`src/core/dtwsl_map.vh`:
```
// Purpose: constants shared by the two-wire converter loader
// Assumes: 40 MHz system clock
// Notes: times are kept in their own unit, counts are derived in the module
`ifndef DTWSL_MAP_VH
`define DTWSL_MAP_VH

`define DTWSL_CLK_KHZ        40000
`define DTWSL_CLK_MHZ        40
`define DTWSL_CLR_MS         10
`define DTWSL_SCLK_HALF_NS   100
`define DTWSL_WORD_BITS      12
`define DTWSL_CNT_W          4
`define DTWSL_CNT_LAST_BIT   4'hB
`define DTWSL_CNT_LOAD       4'hC
`define DTWSL_CNT_PRESET     4'h0
`define DTWSL_CNT_STEP       4'h1

`define DTWSL_ST_W           2
`define DTWSL_ST_IDLE        2'h0
`define DTWSL_ST_SEL         2'h1
`define DTWSL_ST_RUN         2'h2
`define DTWSL_ST_DONE        2'h3

`endif

```
`src/core/dtwsl_host.v`:
```
// Purpose: host-side two-wire loader for a 12-bit serial converter
// Assumes: words arrive through a small fifo; serial clock made here by a divider
// Notes: clear, counter, strobe and selects are generated in the clk domain
// Notes on behaviour
// - bit counter advances by one on each of the first twelve rising edges of the serial clock line
// - converter clock is the inverted serial clock, shifting on its rising edge
// - counter reaches 1100 and the load strobe is driven low
// - load strobe also presets the counter so the thirteenth rise does not shift
// - clocking stops after the thirteenth pulse; converter clock idles high, count zero
// - further words repeat the same thirteen-pulse sequence, with release, fetch and select ticks between them
// - power-on clear holds converter and counter clear for about 10 ms
// - in the single-converter arrangement chip select is high in reset and stays low from the first clock after it
// - all converters see the same bits; only the selected one loads
// - the select decoder is enabled only after its address has settled
// - serial clock is returned low one tick before chip select is released
`timescale 1ns/1ps
`include "dtwsl_map.vh"

module dtwsl_fifo #(
    parameter W     = 12,
    parameter DEPTH = 4,
    parameter AW    = 2
) (
    input  wire         clk,
    input  wire         sys_rst,
    input  wire         in_valid,
    output reg          in_ready,
    input  wire [W-1:0] in_data,
    output reg          out_valid,
    input  wire         out_ready,
    output wire [W-1:0] out_data
);
    // word storage and pointers
    reg [W-1:0] mem [0:DEPTH-1];

    reg [AW-1:0] wr_ptr;
    reg [AW-1:0] rd_ptr;
    reg [AW:0]   count;
    wire         push;
    wire         pop;
    reg [AW:0]   next_count;

    // handshake qualifiers
    assign push     = in_valid && in_ready;
    assign pop      = out_valid && out_ready;
    assign out_data = mem[rd_ptr];

    // pointer step with wrap at depth
    function [AW-1:0] ptr_inc;
        input [AW-1:0] p;
        begin
            if (p == DEPTH[AW-1:0] - {{(AW-1){1'b0}}, 1'b1})
                ptr_inc = {AW{1'b0}};
            else
                ptr_inc = p + {{(AW-1){1'b0}}, 1'b1};
        end
    endfunction

    // fill level after this cycle

    always @* begin
        next_count = count;
        if (push && !pop)
            next_count = count + {{AW{1'b0}}, 1'b1};
        else if (pop && !push)
            next_count = count - {{AW{1'b0}}, 1'b1};
    end

    // storage write, no reset needed

    always @(posedge clk) begin
        if (push)
            mem[wr_ptr] <= in_data;
    end

    // pointers, level and registered flags

    always @(posedge clk or posedge sys_rst) begin
        if (sys_rst) begin
            wr_ptr    <= {AW{1'b0}};
            rd_ptr    <= {AW{1'b0}};
            count     <= {(AW+1){1'b0}};
            in_ready  <= 1'b0;
            out_valid <= 1'b0;
        end else begin
            if (push)
                wr_ptr <= ptr_inc(wr_ptr);
            if (pop)
                rd_ptr <= ptr_inc(rd_ptr);
            count     <= next_count;
            in_ready  <= (next_count != DEPTH[AW:0]);
            out_valid <= (next_count != {(AW+1){1'b0}});
        end
    end
endmodule // dtwsl_fifo

module dtwsl_host #(
    parameter NCONV      = 2,
    parameter SELW       = 1,
    parameter MULTI      = 1,
    parameter FIFO_DEPTH = 4,
    parameter FIFO_AW    = 2,
    parameter CLR_CYCLES = `DTWSL_CLR_MS * `DTWSL_CLK_KHZ,
    parameter CLRW       = 20
) (
    input  wire                          clk,
    input  wire                          sys_rst,
    input  wire                          word_valid,
    output wire                          word_ready,
    input  wire [`DTWSL_WORD_BITS-1:0]   word_data,
    input  wire [SELW-1:0]               word_sel,
    input  wire                          clear_req,
    output reg                           serial_clk,
    output reg                           serial_data_in,
    output reg                           conv_clk,
    output reg                           load_strobe_n,
    output reg                           clear_n,
    output reg  [NCONV-1:0]              chip_select_n,
    output reg                           limit_converter_select,
    output reg  [`DTWSL_CNT_W-1:0]       bit_count,
    output reg                           busy
);
    localparam HALF_CYC = (`DTWSL_SCLK_HALF_NS * `DTWSL_CLK_MHZ + 999) / 1000;
    localparam HALFW    = 8;
    localparam FW       = `DTWSL_WORD_BITS + SELW;

    wire                        f_valid;
    reg                         f_pop;
    wire [FW-1:0]               f_data;
    reg  [`DTWSL_ST_W-1:0]      state;
    reg  [HALFW-1:0]            div_cnt;
    reg                         tick;
    reg  [CLRW-1:0]             clr_cnt;
    reg  [`DTWSL_WORD_BITS-1:0] shreg;
    reg  [SELW-1:0]             sel;
    wire [`DTWSL_CNT_W-1:0]     next_count;

    // index to active-low one-hot select
    function [NCONV-1:0] sel_decode_n;
        input [SELW-1:0] s;
        integer i;
        begin
            sel_decode_n = {NCONV{1'b1}};
            for (i = 0; i < NCONV; i = i + 1)
                if (s == i[SELW-1:0])
                    sel_decode_n[i] = 1'b0;
        end
    endfunction

    // word and index wait here until the link is free

    dtwsl_fifo #(
        .W     (FW),
        .DEPTH (FIFO_DEPTH),
        .AW    (FIFO_AW)
    ) u_fifo (
        .clk       (clk),
        .sys_rst   (sys_rst),
        .in_valid  (word_valid),
        .in_ready  (word_ready),
        .in_data   ({word_sel, word_data}),
        .out_valid (f_valid),
        .out_ready (f_pop),
        .out_data  (f_data)
    );

    // bit counter step

    assign next_count = bit_count + `DTWSL_CNT_STEP;


    // power-on and requested clear
    always @(posedge clk or posedge sys_rst) begin
        if (sys_rst) begin
            clr_cnt <= {CLRW{1'b0}};
            clear_n <= 1'b0;
        end else if (clear_req) begin
            clr_cnt <= {CLRW{1'b0}};
            clear_n <= 1'b0;
        end else if (clr_cnt != CLR_CYCLES[CLRW-1:0] - {{(CLRW-1){1'b0}}, 1'b1}) begin
            clr_cnt <= clr_cnt + {{(CLRW-1){1'b0}}, 1'b1};
            clear_n <= 1'b0;
        end else begin
            clear_n <= 1'b1;
        end
    end

    // half-period enable for the serial clock
    always @(posedge clk or posedge sys_rst) begin
        if (sys_rst) begin
            div_cnt <= {HALFW{1'b0}};
            tick    <= 1'b0;
        end else if (div_cnt == HALF_CYC[HALFW-1:0] - {{(HALFW-1){1'b0}}, 1'b1}) begin
            div_cnt <= {HALFW{1'b0}};
            tick    <= 1'b1;
        end else begin
            div_cnt <= div_cnt + {{(HALFW-1){1'b0}}, 1'b1};
            tick    <= 1'b0;
        end
    end

    // sequencer: select, thirteen pulses, strobe, release
    // a clear holds it idle with the counter at zero

    always @(posedge clk or posedge sys_rst) begin
        if (sys_rst) begin
            state                  <= `DTWSL_ST_IDLE;
            f_pop                  <= 1'b0;
            serial_clk             <= 1'b0;
            conv_clk               <= 1'b1;
            serial_data_in         <= 1'b0;
            load_strobe_n          <= 1'b1;
            bit_count              <= `DTWSL_CNT_PRESET;
            shreg                  <= {`DTWSL_WORD_BITS{1'b0}};
            sel                    <= {SELW{1'b0}};
            chip_select_n          <= {NCONV{1'b1}};
            limit_converter_select <= 1'b0;
            busy                   <= 1'b0;
        end else if (!clear_n) begin
            state          <= `DTWSL_ST_IDLE;
            f_pop          <= 1'b0;
            serial_clk     <= 1'b0;
            conv_clk       <= 1'b1;
            load_strobe_n  <= 1'b1;
            bit_count      <= `DTWSL_CNT_PRESET;
            busy           <= 1'b0;
            chip_select_n  <= MULTI ? {NCONV{1'b1}} : {NCONV{1'b0}};
        end else begin
            f_pop <= 1'b0;
            if (MULTI == 0)
                chip_select_n <= {NCONV{1'b0}};
            case (state)

                // wait for a word and a tick
                `DTWSL_ST_IDLE: begin
                    busy <= 1'b0;
                    if (f_valid && !f_pop && tick) begin
                        f_pop                  <= 1'b1;
                        shreg                  <= f_data[`DTWSL_WORD_BITS-1:0];
                        sel                    <= f_data[FW-1:`DTWSL_WORD_BITS];
                        limit_converter_select <= f_data[`DTWSL_WORD_BITS];
                        busy                   <= 1'b1;
                        state                  <= `DTWSL_ST_SEL;
                    end
                end

                // select settles one tick before the first pulse
                `DTWSL_ST_SEL: begin
                    if (tick) begin
                        if (MULTI != 0)
                            chip_select_n <= sel_decode_n(sel);
                        state <= `DTWSL_ST_RUN;
                    end
                end

                // twelve data pulses and the strobe pulse
                `DTWSL_ST_RUN: begin
                    if (tick) begin
                        if (!serial_clk) begin
                            serial_clk <= 1'b1;
                            conv_clk   <= 1'b0;
                            if (!load_strobe_n) begin
                                bit_count     <= `DTWSL_CNT_PRESET;
                                load_strobe_n <= 1'b1;
                                state         <= `DTWSL_ST_DONE;
                            end else begin
                                bit_count      <= next_count;
                                serial_data_in <= shreg[`DTWSL_WORD_BITS-1];
                                shreg          <= {shreg[`DTWSL_WORD_BITS-2:0], 1'b0};
                            end
                        end else begin
                            serial_clk <= 1'b0;
                            conv_clk   <= 1'b1;
                            if (bit_count == `DTWSL_CNT_LOAD)
                                load_strobe_n <= 1'b0;
                        end
                    end
                end

                // last fall, then release the selects
                `DTWSL_ST_DONE: begin
                    if (tick) begin
                        if (serial_clk) begin
                            serial_clk <= 1'b0;
                            conv_clk   <= 1'b1;
                        end else begin
                            if (MULTI != 0)
                                chip_select_n <= {NCONV{1'b1}};
                            state <= `DTWSL_ST_IDLE;
                        end
                    end
                end

                // unused code returns to idle
                default: begin
                    state <= `DTWSL_ST_IDLE;
                end
            endcase
        end
    end
endmodule // dtwsl_host

```
`config.mk`:
```
export PLATFORM = sky130hd
export DESIGN_NAME = dtwsl_host
export DESIGN_NICKNAME = d
export VERILOG_FILES = /design/src/core/dtwsl_host.v
export VERILOG_INCLUDE_DIRS = /design/src /design/src/core
export SDC_FILE = /design/constraint.sdc
export NUM_CORES = 1
export LEC_CHECK = 0
export BUFFER_PORTS_ARGS = -buffer_cell sky130_fd_sc_hd__buf_2
export CAP_MARGIN = 20
export CELL_PAD_IN_SITES_DETAIL_PLACEMENT = 1
export CELL_PAD_IN_SITES_GLOBAL_PLACEMENT = 1
export CORE_ASPECT_RATIO = 0.5
export CORE_MARGIN = 3
export CORE_UTILIZATION = 45
export CTS_BUF_LIST = sky130_fd_sc_hd__clkbuf_2 sky130_fd_sc_hd__clkbuf_4 sky130_fd_sc_hd__clkbuf_8
export DETAILED_ROUTE_END_ITERATION = 16
export GPL_ROUTABILITY_DRIVEN = 1
export HOLD_SLACK_MARGIN = 0.1
export PLACE_DENSITY_LB_ADDON = 0.1
export SYNTH_ARGS = -nofsm -noshare
export SYNTH_HDL_FRONTEND = slang
export SYNTH_SLANG_ARGS = --single-unit
```
`constraint.sdc`:
```
create_clock -name clk -period 2.9 [get_ports clk]
set_input_delay 0.58 -clock clk [delete_from_list [all_inputs] [get_ports clk]]
set_output_delay 0.58 -clock clk [all_outputs]
set_load 0.01 [all_outputs]
```
Yosys cells after proc, flatten, opt, wreduce, memory -nomap -nowiden
Memories as Yosys holds them, arrays and structs flattened.
Cells that the tools add are included.

word-level totals
  output and inout bits = 14
  RAM bits = 52
  input port bits = 17
  ROM bits = 0
  latch bits = 0
  logic and storage cells = 138
  memories = 1
  flip-flop bits (word level) = 66

memories
  name        words  bits a word  read ports  clocked after Yosys merged registers in  wr ports  line             source
  u_fifo.mem  4      13           1           0                                        1         dtwsl_host.v:34  reg [W-1:0] mem [0:DEPTH-1];

operators by class
  divide/modulo/power cells = 0
  mux-type cells = 59
  magnitude comparators = 0
  equality and inequality tests = 28
  bitwise gates (word level) = 1
  add/sub/neg operators = 7
  shift operators = 0
  multiply operators = 0
  reductions and logical operators = 22

operators with widths
  cell                                                                count
  12-bit 2-to-1 mux                                                   4
  20-bit 2-to-1 mux                                                   2
  2-bit 2-to-1 mux                                                    14
  3-bit != test (second input constant)                               9
  1-bit 2-to-1 mux                                                    26
  12-bit one-hot mux with 2 select lines                              1
  20-bit by 1-bit adder with 20-bit output (second input constant)    1
  4-bit 2-to-1 mux                                                    5
  20-bit by 19-bit != test with 1-bit output (second input constant)  1
  3-bit AND reduction                                                 4
  2-bit != test (second input constant)                               5
  8-bit by 1-bit adder with 8-bit output (second input constant)      1
  2-bit == test (second input constant)                               4
  8-bit by 2-bit == test with 1-bit output (second input constant)    1
  8-bit 2-to-1 mux                                                    1
  2-bit one-hot mux with 4 select lines                               1
  4-bit AND reduction                                                 2
  7-bit AND reduction                                                 1
  1-bit logical AND                                                   6
  3-bit 2-to-1 mux                                                    2
  2-bit by 1-bit != test with 1-bit output (second input constant)    3
  3-bit by 1-bit != test with 1-bit output (second input constant)    2
  6-bit AND reduction                                                 1
  5-bit AND reduction                                                 1
  other kinds (14)                                                    19

Longest topological paths before layout
  depth in word-level cells = 6
  depth in mapped cells = 7
  depth with buffers taken out = 6

Modules after synthesis
A second synthesis with hierarchy kept.

second synthesis, totals
  cell total of the unflattened synthesis = 409
  area total of the unflattened synthesis = 5345.1 um^2

by module, submodules not included
  module      seq. area each (um^2)  times used  cells an instance  area each (um^2)
  dtwsl_host  1431.4                 1           289                2921.6
  dtwsl_fifo  1786.7                 1           120                2423.6

Worst setup path after synthesis
No wires, ideal clock.

  kind = register -> register
  from = register clr_cnt[0]
  to = register clr_cnt[18]
  buffers on the path = 0
  cell stages (with the launch flop) = 6
  data arrival time = 1.652 ns
  clock period less this slack = 1.780 ns
  setup slack = 1.120 ns
  required time = 2.773 ns
  cells stage by stage = dfrtp_1 > ha_1 > nand4_2 > nor4_2 > and3_1 > mux2_1

on the way
  longest elaborated chain between the ends = 3
  elaborated cells between the ends (all ways) = 5
  classes of those cells = 1 x add/sub; 1 x eq/ne; 2 x mux; 1 x reduce/logical

ends and longest elaborated chain
  what                                      line              source
  from (decl)                               dtwsl_host.v:133  reg [CLRW-1:0] clr_cnt;
  from (signal assigned)                    dtwsl_host.v:175  clr_cnt <= {CLRW{1'b0}};
  from (signal assigned)                    dtwsl_host.v:178  clr_cnt <= {CLRW{1'b0}};
  from (signal assigned)                    dtwsl_host.v:181  clr_cnt <= clr_cnt + {{(CLRW-1){1'b0}}, 1'b1};
  20-bit by 1-bit adder with 20-bit output  dtwsl_host.v:181
  20-bit 2-to-1 mux                         dtwsl_host.v:180  end else if (clr_cnt != CLR_CYCLES[CLRW-1:0] - {{(CLRW-1){1'b0}}, 1'b1}) begin
  20-bit 2-to-1 mux                         dtwsl_host.v:177  end else if (clear_req) begin

Parallel ways exist; a longest one is shown, timed or not. The select of a mux whose other input is x is not followed.
A chain may end at the register's enable or synchronous reset.

Final worst setup path
Ends and elaborated chain as after synthesis.

==> results_dict.tcl <==
set metrics [dict create \
    portBuffers 30 \
    hold_viol_final 0 \
    rsz0062_at_grt "no" \
    final_nets 486 \
    drive_gt1_share_pct 22.32 \
    ios 31 \
    crit_arrival_ns 2.39 \
    cap_violations 0 \
    dr.pass1.iters 5 \
    clk_pin_slew_ns 0.08 \
    min_path_type "in -> async" \
    gr-total-overflow 0 \
    async_flop_share_pct 55.93 \
    core-area_sq_um 11350 \
    final.setup.tns_ns 0 \
    die_width_um 161.1 \
    routedWlPerCell_um 18.18 \
    syn_nets 449 \
    clk_latency_ns 0.43 \
    synth_commonest_cells "dfrtp_1 (62), edfxtp_1 (52), nand2_1 (31)" \
    start_util_pct 47.71 \
    end_kind "register" \
    synth_enable_flop_cells 52 \
    startpoint_type "register" \
    cts_tree "yes" \
    timing.fmax_ghz 0.4801 \
    slowest_delay_ns 0.45 \
    synth_top_area_cell "edfxtp_1" \
    critPathMaxFanout 7 \
    wl_mm 11.36 \
    drt_iter0_markers 195 \
    area_growth_pct 12.96 \
    tightest_slew_ns 0.7487 \
    crit_chain "ha_1, nand4_2, nor4_2, and3_1, mux2_1" \
    multi_input_area_sq_um 2054 \
    ant_nets 0 \
    postCtsSetupBuffers 0 \
    worstPathRequired_ns 3.21 \
    numCtsBuffers 17 \
    grt_pass1_wl_mm 19.30 \
    ir_drop_mv 0.3442 \
    period_minus_slack_ns 2.083 \
    syn_avg_cell_area_sq_um 12.99 \
    setup_viol 0 \
    relSlewSlack_pct 50.09 \
    maxSlewViolCount 0 \
    ys_types 59 \
    path_delay_family "simple AND/OR/NAND/NOR gates" \
    cts_root_buffer "clkbuf_8" \
    whs_ns 0.2220 \
    grt_usage_pct 18.11 \
    grt_pass1_vias 3753 \
    placementRows 27 \
    path_buf_inv 0 \
    powerDensity_nw_per_um2 655.2 \
    vias 3409 \
    ys_ff_latch 118 \
    clock-sinks 118 \
    netlist_area_sq_um 5415 \
    seqCellArea_sq_um 3218 \
    drc_errors 0 \
    die_area_sq_um 13470 \
    dp_hpwl_mm 7.698 \
    synth-main-ff-cell "dfrtp_1" \
    die_h_um 83.57 \
    synth.most_common_cell "dfrtp_1" \
    ys_top_cells_by_area "edfxtp_1 (29%), dfrtp_1 (29%), mux4_2 (5.4%), ha_1 (3.5%), mux2i_1 (3.0%)" \
    ctsHoldBuffers 0 \
    fin_skew_ns 0.01104 \
    diodes 0 \
    final_util_pct 53.89 \
    path_class "reg -> reg" \
    run_status "finished, final reports clean" \
    cts_buffer_depth 2 \
    power.leakage_nw 2.536 \
    synth_top_area_share_pct 28.84 \
    synthCells 417 \
    vias_per_cell 5.454 \
    cp_slowest_cell "dfrtp_1" \
    finalCritPeriodShare_pct 71.83 \
    htreeDepth 4 \
    cts_resized 0 \
    grt_antenna_before_repair 0 \
    place.gp.congestion 0.8578 \
    num-fill-cells 1160 \
    grt_max_degree 40 \
    synth_warnings 0 \
    yosysSeqAreaShare_pct 59.43 \
]
## state kept, by name, indices dropped and copies added, names as in the netlist
signal and cells:
u_fifo.mem 52, clr_cnt 20, shreg 12, div_cnt 8
bit_count 4, u_fifo.count 3, chip_select_n 2, state 2
u_fifo.rd_ptr 2, u_fifo.wr_ptr 2, busy 1, clear_n 1
conv_clk 1, f_pop 1, load_strobe_n 1, sel 1
serial_clk 1, serial_data_in 1, tick 1, u_fifo.in_ready 1
u_fifo.out_valid 1
## kinds of logic after synthesis
| family | after synthesis | synth area share (%) |
|---|---|---|
| fa+ha+maj | 15 | 3.466 |
| flops | 118 | 59.43 |
| buf+inv | 28 | 2.634 |
| compound gates | 58 | 6.493 |
| xor+xnor | 12 | 1.941 |
| mux | 37 | 10.03 |
| simple gates | 149 | 16.01 |
## where the power goes
part	switching (W)	internal, W	leakage [nW]
clock network	0.000734	0.000856	0.207
registers	0.0000772	0.00194	1.36
logic	0.000248	0.000150	0.970
## placed cells by master, fill, tap and decap left out, types with 6 or more instances in the layout
| cell type | Yosys | routed |
|---|---|---|
| ha_1 | 15 | 15 |
| nor2_1 | 23 | 23 |
| dfrtp_1 | 62 | 62 |
| inv_1 | 13 | 12 |
| edfxtp_1 | 52 | 52 |
| and3_1 | 10 | 10 |
| xnor2_1 | 11 | 11 |
| nor2b_1 | 7 | 7 |
| buf_2 | 6 | 30 |
| mux2i_1 | 16 | 16 |
| or3_1 | 6 | 6 |
| clkbuf_8 | 1 | 17 |
| nand2b_1 | 7 | 7 |
| o21ai_0 | 27 | 27 |
| nand2_1 | 31 | 31 |
| nand3_1 | 21 | 21 |
| mux4_2 | 13 | 13 |
| a21oi_1 | 11 | 11 |
| nor3_1 | 7 | 7 |
## final timing paths
path / from / end / slack (ns) / depth (start not counted)
max: clr_cnt[0]$_DFFE_PP0P_ / clr_cnt[18]$_DFFE_PP0P_ / 0.82 / 5
min: sys_rst / state[0]$_DFFE_PP0P_ / 0.22 / 2
max reg2reg: clr_cnt[0]$_DFFE_PP0P_ / clr_cnt[18]$_DFFE_PP0P_ / 0.82 / 5
min reg2reg: div_cnt[7]$_DFF_PP0_ / div_cnt[7]$_DFF_PP0_ / 0.49 / 1
max in group asynchronous: sys_rst / load_strobe_n$_DFFE_PP1P_ / 2.00 / 3
min in group clk: word_data[2] / u_fifo.mem[2][2]$_DFFE_PP_ / 0.36 / 1
## cell type report
cell class                      count  share of cell area [%]
Inverter                           13                  0.7977
Clock buffer                       17                   3.825
Clock inverter                     14                   2.904
Timing Repair Buffer               33                   3.027
Sequential cell                   118                   52.61
Multi-Input combinational cell    271                   33.59
Tap cell                          159                   3.252
## layer usage
layer	GRT usage, %	wire length (um)	share of wire (%)
met3	4.609	376	3.3
met5	0	0	0
met1	23.78	5308	47
met4	5.699	68	0.60
met2	29.75	5607	49
## stage by stage
| stage | setup slack, ns | total power [W] | cell area (sq um) | cells |
|---|---|---|---|---|
| after floorplan | 0.6718 | 0.002304 | 5415 | 417 |
| after global placement | 0.9895 | 0.002409 | 5705 | 594 |
| after detailed placement | 0.8637 | 0.002455 | 5705 | 594 |
| after CTS | 0.8375 | 0.004055 | 6117 | 625 |
| after global routing | 0.5967 | 0.004199 | 6117 | 625 |
| final | 0.8169 | 0.004008 | 6117 | 625 |
No activity file was read; power rests on OpenSTA's default activity.
